## config.mk

```make
export PLATFORM = sky130hd
export DESIGN_NAME = fpec_top
export DESIGN_NICKNAME = d
export VERILOG_FILES = /design/src/rtl/fpec_pkg.sv /design/src/rtl/fpec_top.sv
export SDC_FILE = /design/constraint.sdc
export NUM_CORES = 1
export LEC_CHECK = 0
export ABC_CLOCK_PERIOD_IN_PS = 5650
export BUFFER_PORTS_ARGS = -buffer_cell sky130_fd_sc_hd__buf_2
export CAP_MARGIN = 20
export CORE_MARGIN = 3
export CORE_UTILIZATION = 45
export DETAILED_ROUTE_END_ITERATION = 7
export GPL_TIMING_DRIVEN = 0
export PLACE_DENSITY = 0.82
export SLEW_MARGIN = 5
export SYNTH_ARGS = -nofsm -noshare
export SYNTH_HDL_FRONTEND = slang
export SYNTH_SLANG_ARGS = --single-unit
```

## constraint.sdc

```tcl
create_clock -name I_CLOCK -period 5.65 [get_ports I_CLOCK]
set_clock_uncertainty 0.15 [all_clocks]
set_input_delay 1.13 -clock I_CLOCK [delete_from_list [all_inputs] [get_ports I_CLOCK]]
set_output_delay 1.13 -clock I_CLOCK [all_outputs]
set_load 0.05 [all_outputs]
```

## src/rtl/fpec_pkg.sv

```systemverilog
/*
  fpec_pkg: shared constants and types of the flash program/erase control block.
  Assumes a 32-bit classic wishbone register port, one word per register.
*/
package fpec_pkg;
  // register byte addresses
  localparam logic [3:0] ADDR_CONTROL = 4'h0;
  localparam logic [3:0] ADDR_KEY = 4'h4;
  localparam logic [3:0] ADDR_LOW = 4'h8;
  localparam logic [3:0] ADDR_HIGH = 4'hC;
  // control field positions
  localparam int BIT_START = 15;
  localparam int BIT_PERMIT = 14;
  localparam int BIT_FAULT = 13;
  localparam int BIT_IDLE_OFF = 12;
  localparam logic [15:0] CONTROL_RESET = 16'h0000;
  // unlock key bytes
  localparam logic [7:0] KEY_FIRST = 8'h55;
  localparam logic [7:0] KEY_SECOND = 8'hAA;
  // operation codes
  localparam logic [3:0] OP_DWORD = 4'h1;
  localparam logic [3:0] OP_ROW = 4'h2;
  localparam logic [3:0] OP_PAGE = 4'h3;
  localparam logic [3:0] OP_CHIP = 4'hE;
  // self-timed operation length in cycles (simulation can shorten it)
  localparam int OP_CYCLES_DEFAULT = 64;
  typedef enum logic [1:0] {OP_KIND_DWORD, OP_KIND_ROW, OP_KIND_PAGE, OP_KIND_CHIP} fpec_kind_t;
  // request handed to the flash array
  typedef struct packed {
    logic [23:0] addr;
    logic [3:0] op;
  } fpec_req_t;
endpackage

```

## src/rtl/fpec_top.sv

```systemverilog
/*
  fpec_top: flash program/erase control with unlock key, control and address registers.
  Assumes a classic wishbone master, a flash array that signals completion with a
  done pulse, and a power-on reset separate from the system reset.
*/
// The placing of the registers and register access over Wishbone are this design's own decisions.
// Operation
// - key 55h then AAh arms the start
// - key register is write-only, reads zero
// - address pair gives upper byte, lower word
// - chip erase ignores the target address
// - start bit runs operation, hardware clears
// - write enable zero inhibits all operations
// - fault flag set on bad sequence/start attempt
// - fault flag zero means normal completion
// - idle power bit removes flash power idle
// - reserved and unimplemented bits read zero
// - codes 1110 chip, 0011 page erase
// - codes 0010 row, 0001 double word
// - other codes start no operation
// - control fields reset only at power-on; here the idle power bit follows the system reset
// - start refused without prior unlock
// - low address is 16-bit read/write
// - high address low byte, top reads zero
// - cpu stalled during the whole cycle
`timescale 1ns/1ps
`default_nettype none
module fpec_top #(
  parameter int OP_CYCLES = fpec_pkg::OP_CYCLES_DEFAULT
) (
  input wire logic I_CLOCK,
  input wire logic I_SYS_RST,
  input wire logic I_POR_RST,
  input wire logic I_IDLE_MODE,
  input wire logic I_FLASH_DONE,
  input wire logic I_WB_CYC,
  input wire logic I_WB_STB,
  input wire logic I_WB_WE,
  input wire logic [3:0] I_WB_ADR,
  input wire logic [3:0] I_WB_SEL,
  input wire logic [31:0] I_WB_DAT,
  output logic [31:0] O_WB_DAT,
  output logic O_WB_ACK,
  output logic O_FLASH_GO,
  output var fpec_pkg::fpec_req_t O_FLASH_REQ,
  output logic O_CPU_STALL,
  output logic O_FLASH_POWER_OFF
);
  typedef enum logic [1:0] {ST_LOCKED, ST_HALF, ST_ARMED} fpec_unlock_t;

  logic start_reg;
  logic permit_reg;
  logic fault_reg;
  logic idle_off_reg;
  logic [3:0] op_reg;
  logic [15:0] addr_low_reg;
  logic [7:0] addr_high_reg;
  fpec_unlock_t unlock_reg;
  fpec_unlock_t unlock_next;
  logic [15:0] count_reg;
  logic ack_reg;
  logic [31:0] rdata_reg;

  // op codes that name a real operation
  function automatic logic op_valid(input logic [3:0] op);
    op_valid = (op == fpec_pkg::OP_DWORD) || (op == fpec_pkg::OP_ROW) ||
      (op == fpec_pkg::OP_PAGE) || (op == fpec_pkg::OP_CHIP);
  endfunction

  // bus decode; a write takes effect in the cycle ack is raised
  wire bus_req = I_WB_CYC && I_WB_STB && !ack_reg;
  wire wr_any = bus_req && I_WB_WE;
  wire lo_lane = I_WB_SEL[0];
  wire hi_lane = I_WB_SEL[1];
  wire wr_ctrl = wr_any && (I_WB_ADR == fpec_pkg::ADDR_CONTROL);
  wire wr_key = wr_any && (I_WB_ADR == fpec_pkg::ADDR_KEY) && lo_lane;
  wire wr_low = wr_any && (I_WB_ADR == fpec_pkg::ADDR_LOW);
  wire wr_high = wr_any && (I_WB_ADR == fpec_pkg::ADDR_HIGH) && lo_lane;
  wire [7:0] key_byte = I_WB_DAT[7:0];
  wire start_try = wr_ctrl && hi_lane && I_WB_DAT[fpec_pkg::BIT_START] && !start_reg;
  // new permit value seen by the start attempt in the same write
  wire permit_now = (wr_ctrl && hi_lane) ? I_WB_DAT[fpec_pkg::BIT_PERMIT] : permit_reg;
  wire [3:0] op_now = (wr_ctrl && lo_lane) ? I_WB_DAT[3:0] : op_reg;
  wire start_ok = start_try && (unlock_reg == ST_ARMED) && permit_now && op_valid(op_now);
  wire op_done = start_reg && ((count_reg == 16'h0000) || I_FLASH_DONE);

  // unlock sequencer: any other write breaks the pair
  always_comb begin
    unlock_next = unlock_reg;
    if (wr_key) begin
      if (key_byte == fpec_pkg::KEY_FIRST) begin
        unlock_next = ST_HALF;
      end else if (key_byte == fpec_pkg::KEY_SECOND && unlock_reg == ST_HALF) begin
        unlock_next = ST_ARMED;
      end else begin
        unlock_next = ST_LOCKED;
      end
    end else if (wr_ctrl || wr_low || wr_high) begin
      // the arming is spent by the next control or address write, used or not
      unlock_next = ST_LOCKED;
    end else if (wr_any) begin
      unlock_next = ST_LOCKED;
    end
    case (unlock_next)
      ST_LOCKED, ST_HALF, ST_ARMED: ;
      default: unlock_next = ST_LOCKED;
    endcase
  end

  always_ff @(posedge I_CLOCK) begin
    if (I_SYS_RST) begin
      unlock_reg <= ST_LOCKED;
    end else begin
      unlock_reg <= unlock_next;
    end
  end

  // control fields: only power-on reset clears them
  always_ff @(posedge I_CLOCK) begin
    if (I_POR_RST) begin
      start_reg <= fpec_pkg::CONTROL_RESET[fpec_pkg::BIT_START];
      permit_reg <= fpec_pkg::CONTROL_RESET[fpec_pkg::BIT_PERMIT];
      fault_reg <= fpec_pkg::CONTROL_RESET[fpec_pkg::BIT_FAULT];
      op_reg <= fpec_pkg::CONTROL_RESET[3:0];
    end else begin
      if (wr_ctrl && hi_lane && !start_reg) begin
        permit_reg <= I_WB_DAT[fpec_pkg::BIT_PERMIT];
      end
      if (wr_ctrl && lo_lane && !start_reg) begin
        op_reg <= I_WB_DAT[3:0];
      end
      if (start_ok) begin
        start_reg <= 1'b1;
      end else if (op_done) begin
        start_reg <= 1'b0;
      end
      // any start attempt raises the flag; a clean start-to-finish clears it
      if (start_try) begin
        fault_reg <= 1'b1;
      end else if (op_done) begin
        fault_reg <= 1'b0;
      end
    end
  end

  // idle power option follows the ordinary system reset
  always_ff @(posedge I_CLOCK) begin
    if (I_SYS_RST) begin
      idle_off_reg <= 1'b0;
    end else if (wr_ctrl && hi_lane) begin
      idle_off_reg <= I_WB_DAT[fpec_pkg::BIT_IDLE_OFF];
    end
  end

  // address registers have no defined reset, they hold until written
  always_ff @(posedge I_CLOCK) begin
    if (wr_low && !start_reg) begin
      if (lo_lane) begin
        addr_low_reg[7:0] <= I_WB_DAT[7:0];
      end
      if (hi_lane) begin
        addr_low_reg[15:8] <= I_WB_DAT[15:8];
      end
    end
    if (wr_high && !start_reg) begin
      addr_high_reg <= I_WB_DAT[7:0];
    end
  end

  // self-timed countdown, cut short by the array's done pulse
  always_ff @(posedge I_CLOCK) begin
    if (I_POR_RST) begin
      count_reg <= 16'h0000;
    end else if (start_ok) begin
      count_reg <= 16'(OP_CYCLES - 1);
    end else if (start_reg && count_reg != 16'h0000) begin
      count_reg <= count_reg - 16'h0001;
    end
  end

  // read mux; reserved, unimplemented and key bits read zero
  wire [15:0] ctrl_view = {start_reg, permit_reg, fault_reg, idle_off_reg, 8'h00, op_reg};
  wire [31:0] rdata_next =
    (I_WB_ADR == fpec_pkg::ADDR_CONTROL) ? {16'h0000, ctrl_view} :
    (I_WB_ADR == fpec_pkg::ADDR_LOW) ? {16'h0000, addr_low_reg} :
    (I_WB_ADR == fpec_pkg::ADDR_HIGH) ? {24'h000000, addr_high_reg} :
    32'h00000000;

  always_ff @(posedge I_CLOCK) begin
    if (I_SYS_RST) begin
      ack_reg <= 1'b0;
      rdata_reg <= 32'h00000000;
    end else begin
      ack_reg <= bus_req;
      rdata_reg <= rdata_next;
    end
  end

  assign O_WB_ACK = ack_reg;
  assign O_WB_DAT = rdata_reg;
  assign O_FLASH_GO = start_reg;
  // chip erase hands a zero address: it never looks at the target pair
  assign O_FLASH_REQ.addr = (op_reg == fpec_pkg::OP_CHIP) ? 24'h000000 :
    {addr_high_reg, addr_low_reg};
  assign O_FLASH_REQ.op = op_reg;
  assign O_CPU_STALL = start_reg;
  assign O_FLASH_POWER_OFF = idle_off_reg && I_IDLE_MODE;

  a_start_needs_key: assert property (@(posedge I_CLOCK) disable iff (I_POR_RST)
    $rose(start_reg) |-> $past(unlock_reg) == ST_ARMED)
    else $error("start set without unlock");
  a_start_permit: assert property (@(posedge I_CLOCK) disable iff (I_POR_RST)
    $rose(start_reg) |-> permit_reg)
    else $error("start set while writes inhibited");
  a_op_valid: assert property (@(posedge I_CLOCK) disable iff (I_POR_RST)
    start_reg |-> op_valid(op_reg))
    else $error("operation running on an unused code");
  a_fault_on_try: assert property (@(posedge I_CLOCK) disable iff (I_POR_RST)
    start_try |=> fault_reg)
    else $error("fault flag not raised by start attempt");
  a_done_clears: assert property (@(posedge I_CLOCK) disable iff (I_POR_RST)
    op_done && !start_try |=> !start_reg && !fault_reg)
    else $error("completion did not clear start");
  a_stall_span: assert property (@(posedge I_CLOCK) disable iff (I_POR_RST)
    $rose(O_CPU_STALL) |-> $past(start_ok))
    else $error("stall began without an accepted start");
  a_chip_no_addr: assert property (@(posedge I_CLOCK) disable iff (I_POR_RST)
    start_reg && op_reg == fpec_pkg::OP_CHIP |-> O_FLASH_REQ.addr == 24'h000000)
    else $error("chip erase used target address");
  a_key_unread: assert property (@(posedge I_CLOCK) disable iff (I_SYS_RST)
    bus_req && !I_WB_WE && I_WB_ADR == fpec_pkg::ADDR_KEY |=> O_WB_DAT == 32'h00000000)
    else $error("key register read back nonzero");
  a_break_unlock: assert property (@(posedge I_CLOCK) disable iff (I_SYS_RST)
    wr_any && !wr_key |=> unlock_reg == ST_LOCKED)
    else $error("partial unlock survived another write");

  // unlock pair: only the two key bytes in order reach the armed state
  a_half_on_first: assert property (@(posedge I_CLOCK) disable iff (I_POR_RST || I_SYS_RST)
    wr_key && key_byte == fpec_pkg::KEY_FIRST |=> unlock_reg == ST_HALF)
    else $error("first key byte did not half-arm");
  a_armed_on_second: assert property (@(posedge I_CLOCK) disable iff (I_POR_RST || I_SYS_RST)
    wr_key && key_byte == fpec_pkg::KEY_SECOND && unlock_reg == ST_HALF |=> unlock_reg == ST_ARMED)
    else $error("second key byte did not arm");
  a_armed_from_half: assert property (@(posedge I_CLOCK) disable iff (I_POR_RST || I_SYS_RST)
    $rose(unlock_reg == ST_ARMED) |-> $past(unlock_reg) == ST_HALF)
    else $error("armed without a half step");
  a_armed_needs_key: assert property (@(posedge I_CLOCK) disable iff (I_POR_RST || I_SYS_RST)
    $rose(unlock_reg == ST_ARMED) |-> $past(wr_key) && $past(key_byte) == fpec_pkg::KEY_SECOND)
    else $error("armed without the second key byte");

  // broken pairs: a stray key or any other write throws the arming away
  a_bad_key_locks: assert property (@(posedge I_CLOCK) disable iff (I_POR_RST || I_SYS_RST)
    wr_key && key_byte != fpec_pkg::KEY_FIRST &&
    !(key_byte == fpec_pkg::KEY_SECOND && unlock_reg == ST_HALF) |=> unlock_reg == ST_LOCKED)
    else $error("wrong key byte kept the unlock");
  a_ctrl_write_locks: assert property (@(posedge I_CLOCK) disable iff (I_POR_RST || I_SYS_RST)
    wr_ctrl |=> unlock_reg == ST_LOCKED)
    else $error("control write left the unlock armed");
  a_locked_refused: assert property (@(posedge I_CLOCK) disable iff (I_POR_RST || I_SYS_RST)
    start_try && unlock_reg != ST_ARMED |=> !start_reg)
    else $error("start accepted while locked");

  // start acceptance against permit and operation code
  a_no_permit_no_go: assert property (@(posedge I_CLOCK) disable iff (I_POR_RST || I_SYS_RST)
    start_try && !permit_now |=> !start_reg)
    else $error("start accepted with writes inhibited");
  a_permit_held: assert property (@(posedge I_CLOCK) disable iff (I_POR_RST || I_SYS_RST)
    start_reg |-> permit_reg)
    else $error("operation running without permit");
  a_bad_op_refused: assert property (@(posedge I_CLOCK) disable iff (I_POR_RST || I_SYS_RST)
    start_try && !op_valid(op_now) |=> !start_reg)
    else $error("start accepted on an unused code");
  a_op_written: assert property (@(posedge I_CLOCK) disable iff (I_POR_RST || I_SYS_RST)
    wr_ctrl && lo_lane && !start_reg |=> op_reg == $past(I_WB_DAT[3:0]))
    else $error("operation select not stored");
  a_op_frozen: assert property (@(posedge I_CLOCK) disable iff (I_POR_RST || I_SYS_RST)
    wr_ctrl && start_reg |=> op_reg == $past(op_reg))
    else $error("operation select changed while running");

  // self-timed run: load, count down, clear at the end
  a_count_loaded: assert property (@(posedge I_CLOCK) disable iff (I_POR_RST || I_SYS_RST)
    start_ok |=> count_reg == 16'(OP_CYCLES - 1))
    else $error("countdown not loaded at start");
  a_count_falls: assert property (@(posedge I_CLOCK) disable iff (I_POR_RST || I_SYS_RST)
    start_reg && count_reg != 16'h0000 |=> count_reg == $past(count_reg) - 16'h0001)
    else $error("countdown did not step");
  a_start_holds: assert property (@(posedge I_CLOCK) disable iff (I_POR_RST || I_SYS_RST)
    start_reg && !op_done |=> start_reg)
    else $error("start dropped before completion");
  a_start_clears: assert property (@(posedge I_CLOCK) disable iff (I_POR_RST || I_SYS_RST)
    start_reg && op_done |=> !start_reg)
    else $error("start not cleared at completion");

  // cpu stall spans exactly the running operation
  a_stall_starts: assert property (@(posedge I_CLOCK) disable iff (I_POR_RST || I_SYS_RST)
    start_ok |=> O_CPU_STALL)
    else $error("stall missing after start");
  a_stall_bounded: assert property (@(posedge I_CLOCK) disable iff (I_POR_RST || I_SYS_RST)
    O_CPU_STALL && count_reg == 16'h0000 |=> !O_CPU_STALL)
    else $error("stall outlived the countdown");

  // sequence fault flag: set by attempts, cleared only by a clean finish
  a_fault_refused: assert property (@(posedge I_CLOCK) disable iff (I_POR_RST || I_SYS_RST)
    start_try && !start_ok |=> fault_reg && !start_reg)
    else $error("refused start did not flag a fault");
  a_fault_holds: assert property (@(posedge I_CLOCK) disable iff (I_POR_RST || I_SYS_RST)
    fault_reg && !op_done |=> fault_reg)
    else $error("fault flag lost without completion");
  a_fault_source: assert property (@(posedge I_CLOCK) disable iff (I_POR_RST || I_SYS_RST)
    $rose(fault_reg) |-> $past(start_try))
    else $error("fault flag rose without a start attempt");
  a_fault_clean_end: assert property (@(posedge I_CLOCK) disable iff (I_POR_RST || I_SYS_RST)
    $fell(start_reg) |-> !fault_reg)
    else $error("fault flag set after a normal finish");

  // target address as handed to the array
  a_addr_upper: assert property (@(posedge I_CLOCK) disable iff (I_POR_RST || I_SYS_RST)
    start_reg && op_reg != fpec_pkg::OP_CHIP |-> O_FLASH_REQ.addr[23:16] == addr_high_reg)
    else $error("upper address byte not passed on");
  a_addr_lower: assert property (@(posedge I_CLOCK) disable iff (I_POR_RST || I_SYS_RST)
    start_reg && op_reg != fpec_pkg::OP_CHIP |-> O_FLASH_REQ.addr[15:0] == addr_low_reg)
    else $error("lower address word not passed on");
  a_chip_zero_any: assert property (@(posedge I_CLOCK) disable iff (I_POR_RST || I_SYS_RST)
    op_reg == fpec_pkg::OP_CHIP |-> O_FLASH_REQ.addr == 24'h000000)
    else $error("chip erase request carries an address");
  a_low_write: assert property (@(posedge I_CLOCK) disable iff (I_POR_RST || I_SYS_RST)
    wr_low && lo_lane && hi_lane && !start_reg |=> addr_low_reg == $past(I_WB_DAT[15:0]))
    else $error("low address write not stored");
  a_high_write: assert property (@(posedge I_CLOCK) disable iff (I_POR_RST || I_SYS_RST)
    wr_high && !start_reg |=> addr_high_reg == $past(I_WB_DAT[7:0]))
    else $error("high address write not stored");

  // read views: unused bits stay zero
  a_ctrl_gap_zero: assert property (@(posedge I_CLOCK) disable iff (I_POR_RST || I_SYS_RST)
    bus_req && !I_WB_WE && I_WB_ADR == fpec_pkg::ADDR_CONTROL |=>
    O_WB_DAT[11:4] == 8'h00 && O_WB_DAT[31:16] == 16'h0000)
    else $error("reserved control bits read nonzero");
  a_low_read: assert property (@(posedge I_CLOCK) disable iff (I_POR_RST || I_SYS_RST)
    bus_req && !I_WB_WE && I_WB_ADR == fpec_pkg::ADDR_LOW |=> O_WB_DAT[31:16] == 16'h0000)
    else $error("low address read has upper bits set");
  a_high_top_zero: assert property (@(posedge I_CLOCK) disable iff (I_POR_RST || I_SYS_RST)
    bus_req && !I_WB_WE && I_WB_ADR == fpec_pkg::ADDR_HIGH |=> O_WB_DAT[31:8] == 24'h000000)
    else $error("high address unimplemented bits read nonzero");

  // idle power option
  a_power_off_on: assert property (@(posedge I_CLOCK) disable iff (I_POR_RST || I_SYS_RST)
    idle_off_reg && I_IDLE_MODE |-> O_FLASH_POWER_OFF)
    else $error("flash kept powered in idle");
  a_power_standby: assert property (@(posedge I_CLOCK) disable iff (I_POR_RST || I_SYS_RST)
    !I_IDLE_MODE |-> !O_FLASH_POWER_OFF)
    else $error("flash powered off outside idle");
  a_power_bit_zero: assert property (@(posedge I_CLOCK) disable iff (I_POR_RST || I_SYS_RST)
    !idle_off_reg |-> !O_FLASH_POWER_OFF)
    else $error("flash powered off with the option clear");

  // reset sources: only power-on touches the control fields other than the idle power bit
  a_sysrst_keeps: assert property (@(posedge I_CLOCK) disable iff (I_POR_RST)
    I_SYS_RST && !bus_req |=> op_reg == $past(op_reg) && permit_reg == $past(permit_reg))
    else $error("system reset disturbed control fields");
  a_por_clears: assert property (@(posedge I_CLOCK)
    I_POR_RST |=> !start_reg && !permit_reg && !fault_reg && op_reg == 4'h0)
    else $error("power-on reset left control fields set");

  // bus handshake: one registered ack per request
  a_ack_follows: assert property (@(posedge I_CLOCK) disable iff (I_POR_RST || I_SYS_RST)
    bus_req |=> O_WB_ACK)
    else $error("request not acknowledged");
  a_ack_single: assert property (@(posedge I_CLOCK) disable iff (I_POR_RST || I_SYS_RST)
    O_WB_ACK |=> !O_WB_ACK)
    else $error("ack held for more than one cycle");
  a_no_ack_idle: assert property (@(posedge I_CLOCK) disable iff (I_POR_RST || I_SYS_RST)
    !(I_WB_CYC && I_WB_STB) |=> !O_WB_ACK)
    else $error("ack without a request");
  a_timeout: assert property (@(posedge I_CLOCK) disable iff (I_POR_RST)
    $rose(start_reg) |-> ##[1:1000] !start_reg)
    else $error("operation never finished");
endmodule
`default_nettype wire

```

==> flow_metrics.tcl, run 1 <==
set metrics [dict create \
    drt-initial-drc-count 155 \
    synth_top_family_by_area "simple AND/OR/NAND/NOR gates" \
    area_growth_pct 24.0 \
    rows 29 \
    slew_headroom_pct 40.4 \
    ys_warn_count 0 \
    synth_mux_area_share_pct 3.63 \
    synthArstFlopShare_pct 0 \
    nets 446 \
    worstMarginPinSlew_ns 0.886 \
    synth_compound_area_share_pct 10.3 \
    clkLatencyLatePin_ns 0.34 \
    setup_viol 0 \
    worstSetupEndpointType "primary output" \
    port_buffers 77 \
    rr_worst_depth 7 \
    min_path_type "reg2reg" \
    cp_max_fo 10 \
    dp.cells 463 \
    clock_sinks 67 \
    postCtsSetupBuffers 0 \
    vias 2610 \
    synth_fa_ha_area_share_pct 0.408 \
    dr.max_layer_used "met4" \
    fillerInstances 545 \
    fmax_mhz 309 \
    min-delay-start "O_WB_ACK$_SDFF_PP0_" \
    cts_inserted_buffers 9 \
    synth_area_per_cell_um2 10.4 \
    synth_area_um2 3070 \
    status "finished clean" \
    wl_per_cell_um 15.2 \
    die_x_um 88.6 \
    grt_pass1_vias 2310 \
    grt_antenna_before_repair 0 \
    drive_gt1_share_pct 31.8 \
    drt-met1-wl_mm 3.10 \
    route.met3.wl_um 581 \
    drt.antenna.violating_nets 0 \
    regToRegStartpoint "count_reg[0]$_SDFFE_PP0P_" \
    ys_seq_area_share_pct 51.5 \
    ctsLongestPathBuffers 2 \
    clk_pin_slew_ns 0.08 \
    fin_tns_setup_ns 0 \
    die_y_um 88.6 \
    synth_edf_count 24 \
    critPathArrivalTime_ns 1.96 \
    stdcell_count 479 \
    grt_max_degree 14 \
    yosys.area_share.simple_pct 27.2 \
    htree_levels 3 \
    worstSetupPathType "reg2out" \
    finalCritPeriodShare_pct 57.3 \
    hpwlAfterDp_mm 5.45 \
    p_per_area_nw_per_um2 258 \
    synthCells 294 \
    wl_met2_mm 3.50 \
    wirelength_mm 7.27 \
    synthXorXnorAreaFrac_pct 0.285 \
    cts_tree "done" \
    hold_violations 0 \
    ys_seq_elements 67 \
    ios 112 \
    floorplan.initialDensity_pct 47.2 \
    drcViolationCount 0 \
    rsz0062_at_grt "no" \
    grt_overflow 0 \
    diodes 0 \
    die-area_um2 7840 \
    drt-pass1-iter-count 4 \
    core_area_um2 6490 \
    p_leak_uw 0.00163 \
    cts_root_buf "clkbuf_8" \
    min_delay_path_depth 1 \
    worst_ep_required_time_ns 4.37 \
    vias_per_cell 5.45 \
    drv_slew 0 \
    peakVddDrop_v 0.000163 \
    reg2reg_to "count_reg[1]$_SDFFE_PP0P_" \
    drv_cap 0 \
    yosysUniqueCellTypes 49 \
    whs_endpoint "O_WB_ACK$_SDFF_PP0_" \
    startpoint_type "flip-flop" \
    finalWeightedCongestion 0.810 \
    holdBufCountCts 0 \
    post_cts_resized 0 \
    period_minus_slack_ns 3.24 \
    grt_pass1_wl_mm 11.4 \
    r2r_setup_slack_ns 3.09 \
    ys.flop_type "dfxtp_1" \
    grt_usage_pct 19.2 \
]
-- per-stage QoR --
stage               instance area [um2]  utilization, %  hold slack, ns  worst slack, ns  total power [uW]
finish                             3800            58.6           0.311             2.41               983
global route                       3800            58.6           0.347             2.28              1020
CTS                                3800            58.6           0.308             2.44               988
detailed placement                 3610            55.5           0.293             2.36               595
global placement                   3610            55.5           0.285             2.48               594
floorplan                          3120               -           0.293             2.79               570
-- worst max-delay path: stages (launching register included) --
cell and delay [ns]:
dfxtp_1 0.39, nand4b_1 0.30, clkbuf_1 0.43, and2_1 0.21, buf_2 0.26
-- power by group --
group | total, uW | switching [uW] | internal, uW
Clock | 398 | 192 | 206
Sequential | 502 | 0.916 | 501
Combinational | 83.2 | 58.7 | 24.4
-- synth_stat cells (3+ instances only) --
cell type,instances,share of area [%]
nor4bb_1,4,1.3
and3_1,7,1.4
inv_1,5,0.61
a31oi_1,4,0.82
or3b_2,5,1.4
clkbuf_1,10,1.2
nand2b_1,7,1.4
nand3_1,3,0.49
o21ai_0,5,0.82
a22oi_1,8,2.0
and2_1,25,5.1
or3_1,5,1.0
or2_2,3,0.61
nor2_1,19,2.3
buf_4,17,4.2
a21oi_1,15,2.4
nor3_1,11,1.8
mux2i_1,10,3.3
o31ai_1,8,2.0
dfxtp_1,43,28
nand4b_1,3,0.86
nand2_1,6,0.73
or4_1,8,2.0
nor4_1,5,1.0
nand4_1,5,1.0
edfxtp_1,24,23
-- worst max path at each step --
stage,from,to,slack (ns),cells past startpoint
floorplan,I_WB_ADR[1],count_reg[11]$_SDFFE_PP0P_,2.79,6
global placement,I_WB_ADR[1],count_reg[15]$_SDFFE_PP0P_,2.48,7
detailed placement,I_WB_ADR[1],count_reg[5]$_SDFFE_PP0P_,2.36,6
CTS,op_reg[0]$_SDFFE_PP0P_,O_FLASH_REQ[25],2.44,4
global route,op_reg[0]$_SDFFE_PP0P_,O_FLASH_REQ[22],2.28,4
finish,op_reg[0]$_SDFFE_PP0P_,O_FLASH_REQ[25],2.41,4
-- layer usage --
| metal | GRT usage (%) | vias up |
|---|---|---|
| met2 | 30.9 | 113 |
| li1 | - | 1276 |
| met1 | 25.5 | 1212 |
| met3 | 4.10 | 9 |
| met4 | 7.42 | 0 |
| met5 | 0 | - |
-- layout make-up --
class	instances	area, um2	area share [%]
inverter	5	18.8	0.493
sequential	67	1580	41.6
clock buffer	9	124	3.26
timing repair buffer	77	385	10.1
buffer	30	180	4.74
clock inverter	7	75.1	1.97
tap	77	96.3	2.53
multi-input combinational	207	1340	35.3
-- cells by family (layout without fill, tap and decap cells) --
kind of cell	after synthesis	in the layout
other	1	16
adder cells (fa/ha/maj)	1	1
AND/OR/NAND/NOR	132	132
flip-flops	67	67
multiplexers	11	11
AO/OA/AOI/OAI	46	46
buffers and inverters	35	128
XOR/XNOR	1	1
-- layout by cell type (no fill, tap or decap), types with 3 or more instances in the layout --
master / Yosys / final
mux2i_1: 10 / 10
a21oi_1: 15 / 15
nor3_1: 11 / 11
o21ai_0: 5 / 5
or3b_2: 5 / 5
nand2_1: 6 / 6
and3_1: 7 / 7
clkbuf_1: 10 / 10
a31oi_1: 4 / 4
o31ai_1: 8 / 8
nand4_1: 5 / 5
nand2b_1: 7 / 7
nand3_1: 3 / 3
buf_4: 17 / 17
nor4_1: 5 / 5
edfxtp_1: 24 / 24
nor2_1: 19 / 19
clkbuf_8: 0 / 9
dfxtp_1: 43 / 43
or2_2: 3 / 3
conb_1: 1 / 16
or4_1: 8 / 8
a22oi_1: 8 / 8
nand4b_1: 3 / 3
nor4bb_1: 4 / 4
or3_1: 5 / 5
buf_2: 2 / 79
inv_1: 5 / 5
and2_1: 25 / 25
Note: power is estimated with default switching activity, not from simulation.
==> inputs of run 2 (changes only) <==
--- a/config.mk
+++ b/config.mk
@@ -5,14 +5,15 @@
 export SDC_FILE = /design/constraint.sdc
 export NUM_CORES = 1
 export LEC_CHECK = 0
-export ABC_CLOCK_PERIOD_IN_PS = 5650
+export ABC_AREA = 1
+export ABC_CLOCK_PERIOD_IN_PS = 3250
 export BUFFER_PORTS_ARGS = -buffer_cell sky130_fd_sc_hd__buf_2
 export CAP_MARGIN = 20
 export CORE_MARGIN = 3
 export CORE_UTILIZATION = 45
 export DETAILED_ROUTE_END_ITERATION = 7
 export GPL_TIMING_DRIVEN = 0
-export PLACE_DENSITY = 0.82
+export PLACE_DENSITY = 0.81
 export SLEW_MARGIN = 5
 export SYNTH_ARGS = -nofsm -noshare
 export SYNTH_HDL_FRONTEND = slang
==> constraint.sdc (replaced) <==
create_clock -name I_CLOCK -period 3.25 [get_ports I_CLOCK]
set_clock_uncertainty 0.15 [all_clocks]
set_input_delay 0.65 -clock I_CLOCK [delete_from_list [all_inputs] [get_ports I_CLOCK]]
set_output_delay 0.65 -clock I_CLOCK [all_outputs]
set_load 0.05 [all_outputs]
==> run 2 against run 1 <==
Against the previous run: sequential power is 74% higher; first-iteration DRC count grew 70%; non-clock buffer count shrank 6; critical endpoint is now O_FLASH_REQ[23]; highest routed layer unchanged; worst setup slack got worse by 1.8 ns; largest power group unchanged; global-route usage is 0.087 points higher; synthesized area is 7.5% higher.
==> flow_metrics.tcl, run 2 <==
set metrics [dict create \
    status "finished clean" \
    reg2reg_to "addr_low_reg[11]$_DFFE_PP_" \
    cts_root_buf "clkbuf_8" \
    ys_seq_elements 67 \
    setup_viol 0 \
    layout_commonest_cell "nand2_1" \
    peakVddDrop_v 0.000232 \
    vias 3024 \
    worstSetupPathType "reg2out" \
    synth_area_per_cell_um2 7.64 \
    min_delay_path_depth 1 \
    yosys-top-cells-count "nand2_1, inv_1, nor2_1, dfxtp_1, edfxtp_1" \
    yosysMostFrequentCell "nand2_1" \
    synthCells 432 \
    ctsLongestPathBuffers 2 \
    grt_pass1_vias 2754 \
    max_stage_delay_ns 0.44 \
    floorplan.initialDensity_pct 47.5 \
    p_leak_uw 0.00211 \
    clock_sinks 67 \
    fin_tns_setup_ns 0 \
    synth.area.top_cells "dfxtp_1, edfxtp_1, nand2_1" \
    holdBufCountCts 0 \
    grt_antenna_before_repair 0 \
    synthArstFlopShare_pct 0 \
    min-delay-start "O_WB_ACK$_SDFF_PP0_" \
    die-area_um2 8400 \
    wirelength_mm 7.82 \
    drive_gt1_share_pct 25.4 \
    grt_overflow 0 \
    hold_ws_ns 0.302 \
    postCtsSetupBuffers 0 \
    drt-pass1-iter-count 4 \
    ios 112 \
    min_path_type "reg2reg" \
    rr_worst_depth 3 \
    rows 30 \
    synth_area_leader_cell "dfxtp_1" \
    cts_tree "done" \
    htree_levels 3 \
    worstMarginPinSlew_ns 1.06 \
    drt-initial-drc-count 263 \
    slew_headroom_pct 28.7 \
    clk_pin_slew_ns 0.07 \
    p_per_area_nw_per_um2 436 \
    post-place-ws_ns 0.402 \
    drv_slew 0 \
    period_minus_slack_ns 2.68 \
    post_cts_resized 0 \
    core_area_um2 6940 \
    critPathSlowestCell "buf_1" \
    fmax_mhz 373 \
    vias_per_cell 4.76 \
    cp_max_fo 10 \
    port_buffers 76 \
    grt_pass1_wl_mm 12.9 \
    worst-path-buf-inv 4 \
    crit_family "buffers and inverters" \
    drv_cap 0 \
    finalCritPeriodShare_pct 82.6 \
    worst_ep_required_time_ns 2.45 \
    critPathArrivalTime_ns 1.88 \
    drcViolationCount 0 \
    die_y_um 91.6 \
    worstSetupEndpointType "primary output" \
    hpwlAfterDp_mm 5.94 \
    final_cell_mix "nand2_1, buf_2, inv_1" \
    hold_violations 0 \
    area_growth_pct 23.9 \
    ys_warn_count 0 \
    setup_ws_ns 0.566 \
    clkLatencyLatePin_ns 0.34 \
    finalWeightedCongestion 0.904 \
    drt.antenna.violating_nets 0 \
    synth_edf_count 24 \
    grt_usage_pct 19.3 \
    grt_max_degree 14 \
    nets 583 \
    wl_per_cell_um 12.3 \
    ys_seq_area_share_pct 47.9 \
    synth_area_um2 3300 \
    final_util_pct 58.9 \
    place_area_um2 3860 \
    diodes 0 \
    regToRegStartpoint "O_CPU_STALL$_SDFFE_PP0P_" \
    rsz0062_at_grt "no" \
    ys.flop_type "dfxtp_1" \
    post-route-cell-area_um2 4090 \
    die_x_um 91.6 \
    yosysUniqueCellTypes 32 \
    crit_chain "inv_1, nor2_1, nand2_1, inv_1, buf_1, nor2_1, buf_2" \
    synth_top_area_share_pct 26.1 \
    crit_cells 7 \
    r2r_setup_slack_ns 1.08 \
    cts_inserted_buffers 9 \
    whs_endpoint "O_WB_ACK$_SDFF_PP0_" \
    startpoint_type "flip-flop" \
]
run 2: cell count changes after synthesis, sizes merged, moves of 9 or more:
cell,delta
and2,-25
clkbuf,-9
inv,+71
mux2i,-10
nand2,+90
nand3,+19
nor2,+56
or4,-9
run 2: worst register-to-register path: stages, from the launching register on:
cell	delay, ns
dfxtp_1	0.42
inv_1	0.16
nand3_1	0.17
nor3_1	0.89
run 2: cell families after synthesis:
| group | count (synthesis) | share of synthesized area (%) |
|---|---|---|
| DFF | 67 | 47.9 |
| xor gates and xnor gates | 2 | 0.531 |
| adders and majority gates | 1 | 0.379 |
| other | 1 | 0.114 |
| AOI/OAI and AO/OA | 42 | 6.94 |
| and+or+nand+nor | 217 | 29.8 |
| buffers and inverters | 102 | 14.3 |
run 2: layout make-up:
| cell class | count | area, um2 |
|---|---|---|
| fill | 622 | 2860 |
| inverter | 77 | 289 |
| buffer | 25 | 181 |
| tap | 96 | 120 |
| timing repair buffer | 76 | 380 |
| multi-input combinational | 278 | 1300 |
| sequential | 67 | 1580 |
| clock buffer | 12 | 178 |
| clock inverter | 4 | 53.8 |
run 2: layer usage:
metal  track usage, %  part of all wire [%]  vias up
met5                0                     0        -
li1                 -                     -     1532
met2             32.7                    49      117
met1             23.2                    43     1362
met4             8.79                   1.4        0
met3             4.59                   7.4       13
run 2: per-stage QoR:
| step | power (uW) | cells |
|---|---|---|
| 5_1_grt | 1860 | 635 |
| 2_1_floorplan | 988 | 447 |
| 3_3_place_gp | 1020 | 619 |
| 6_report | 1780 | 635 |
| 4_1_cts | 1800 | 635 |
| 3_5_place_dp | 1030 | 619 |
run 2: how the worst max path moves through the flow:
| stage | from | end | slack (ns) |
|---|---|---|---|
| global placement | I_WB_ADR[1] | addr_low_reg[8]$_DFFE_PP_ | 0.46 |
| global route | op_reg[1]$_SDFFE_PP0P_ | O_FLASH_REQ[9] | 0.44 |
| finish | op_reg[1]$_SDFFE_PP0P_ | O_FLASH_REQ[23] | 0.57 |
| floorplan | op_reg[0]$_SDFFE_PP0P_ | O_FLASH_REQ[10] | 0.71 |
| detailed placement | I_WB_ADR[1] | addr_low_reg[8]$_DFFE_PP_ | 0.40 |
| CTS | op_reg[1]$_SDFFE_PP0P_ | O_FLASH_REQ[26] | 0.56 |
run 2: power breakdown:
part           switching [uW]  internal, uW  total [uW]  leakage [uW]
clock network             322           451         773      0.000117
logic                    99.7          37.6         137       0.00143
registers                1.26           870         872      0.000563
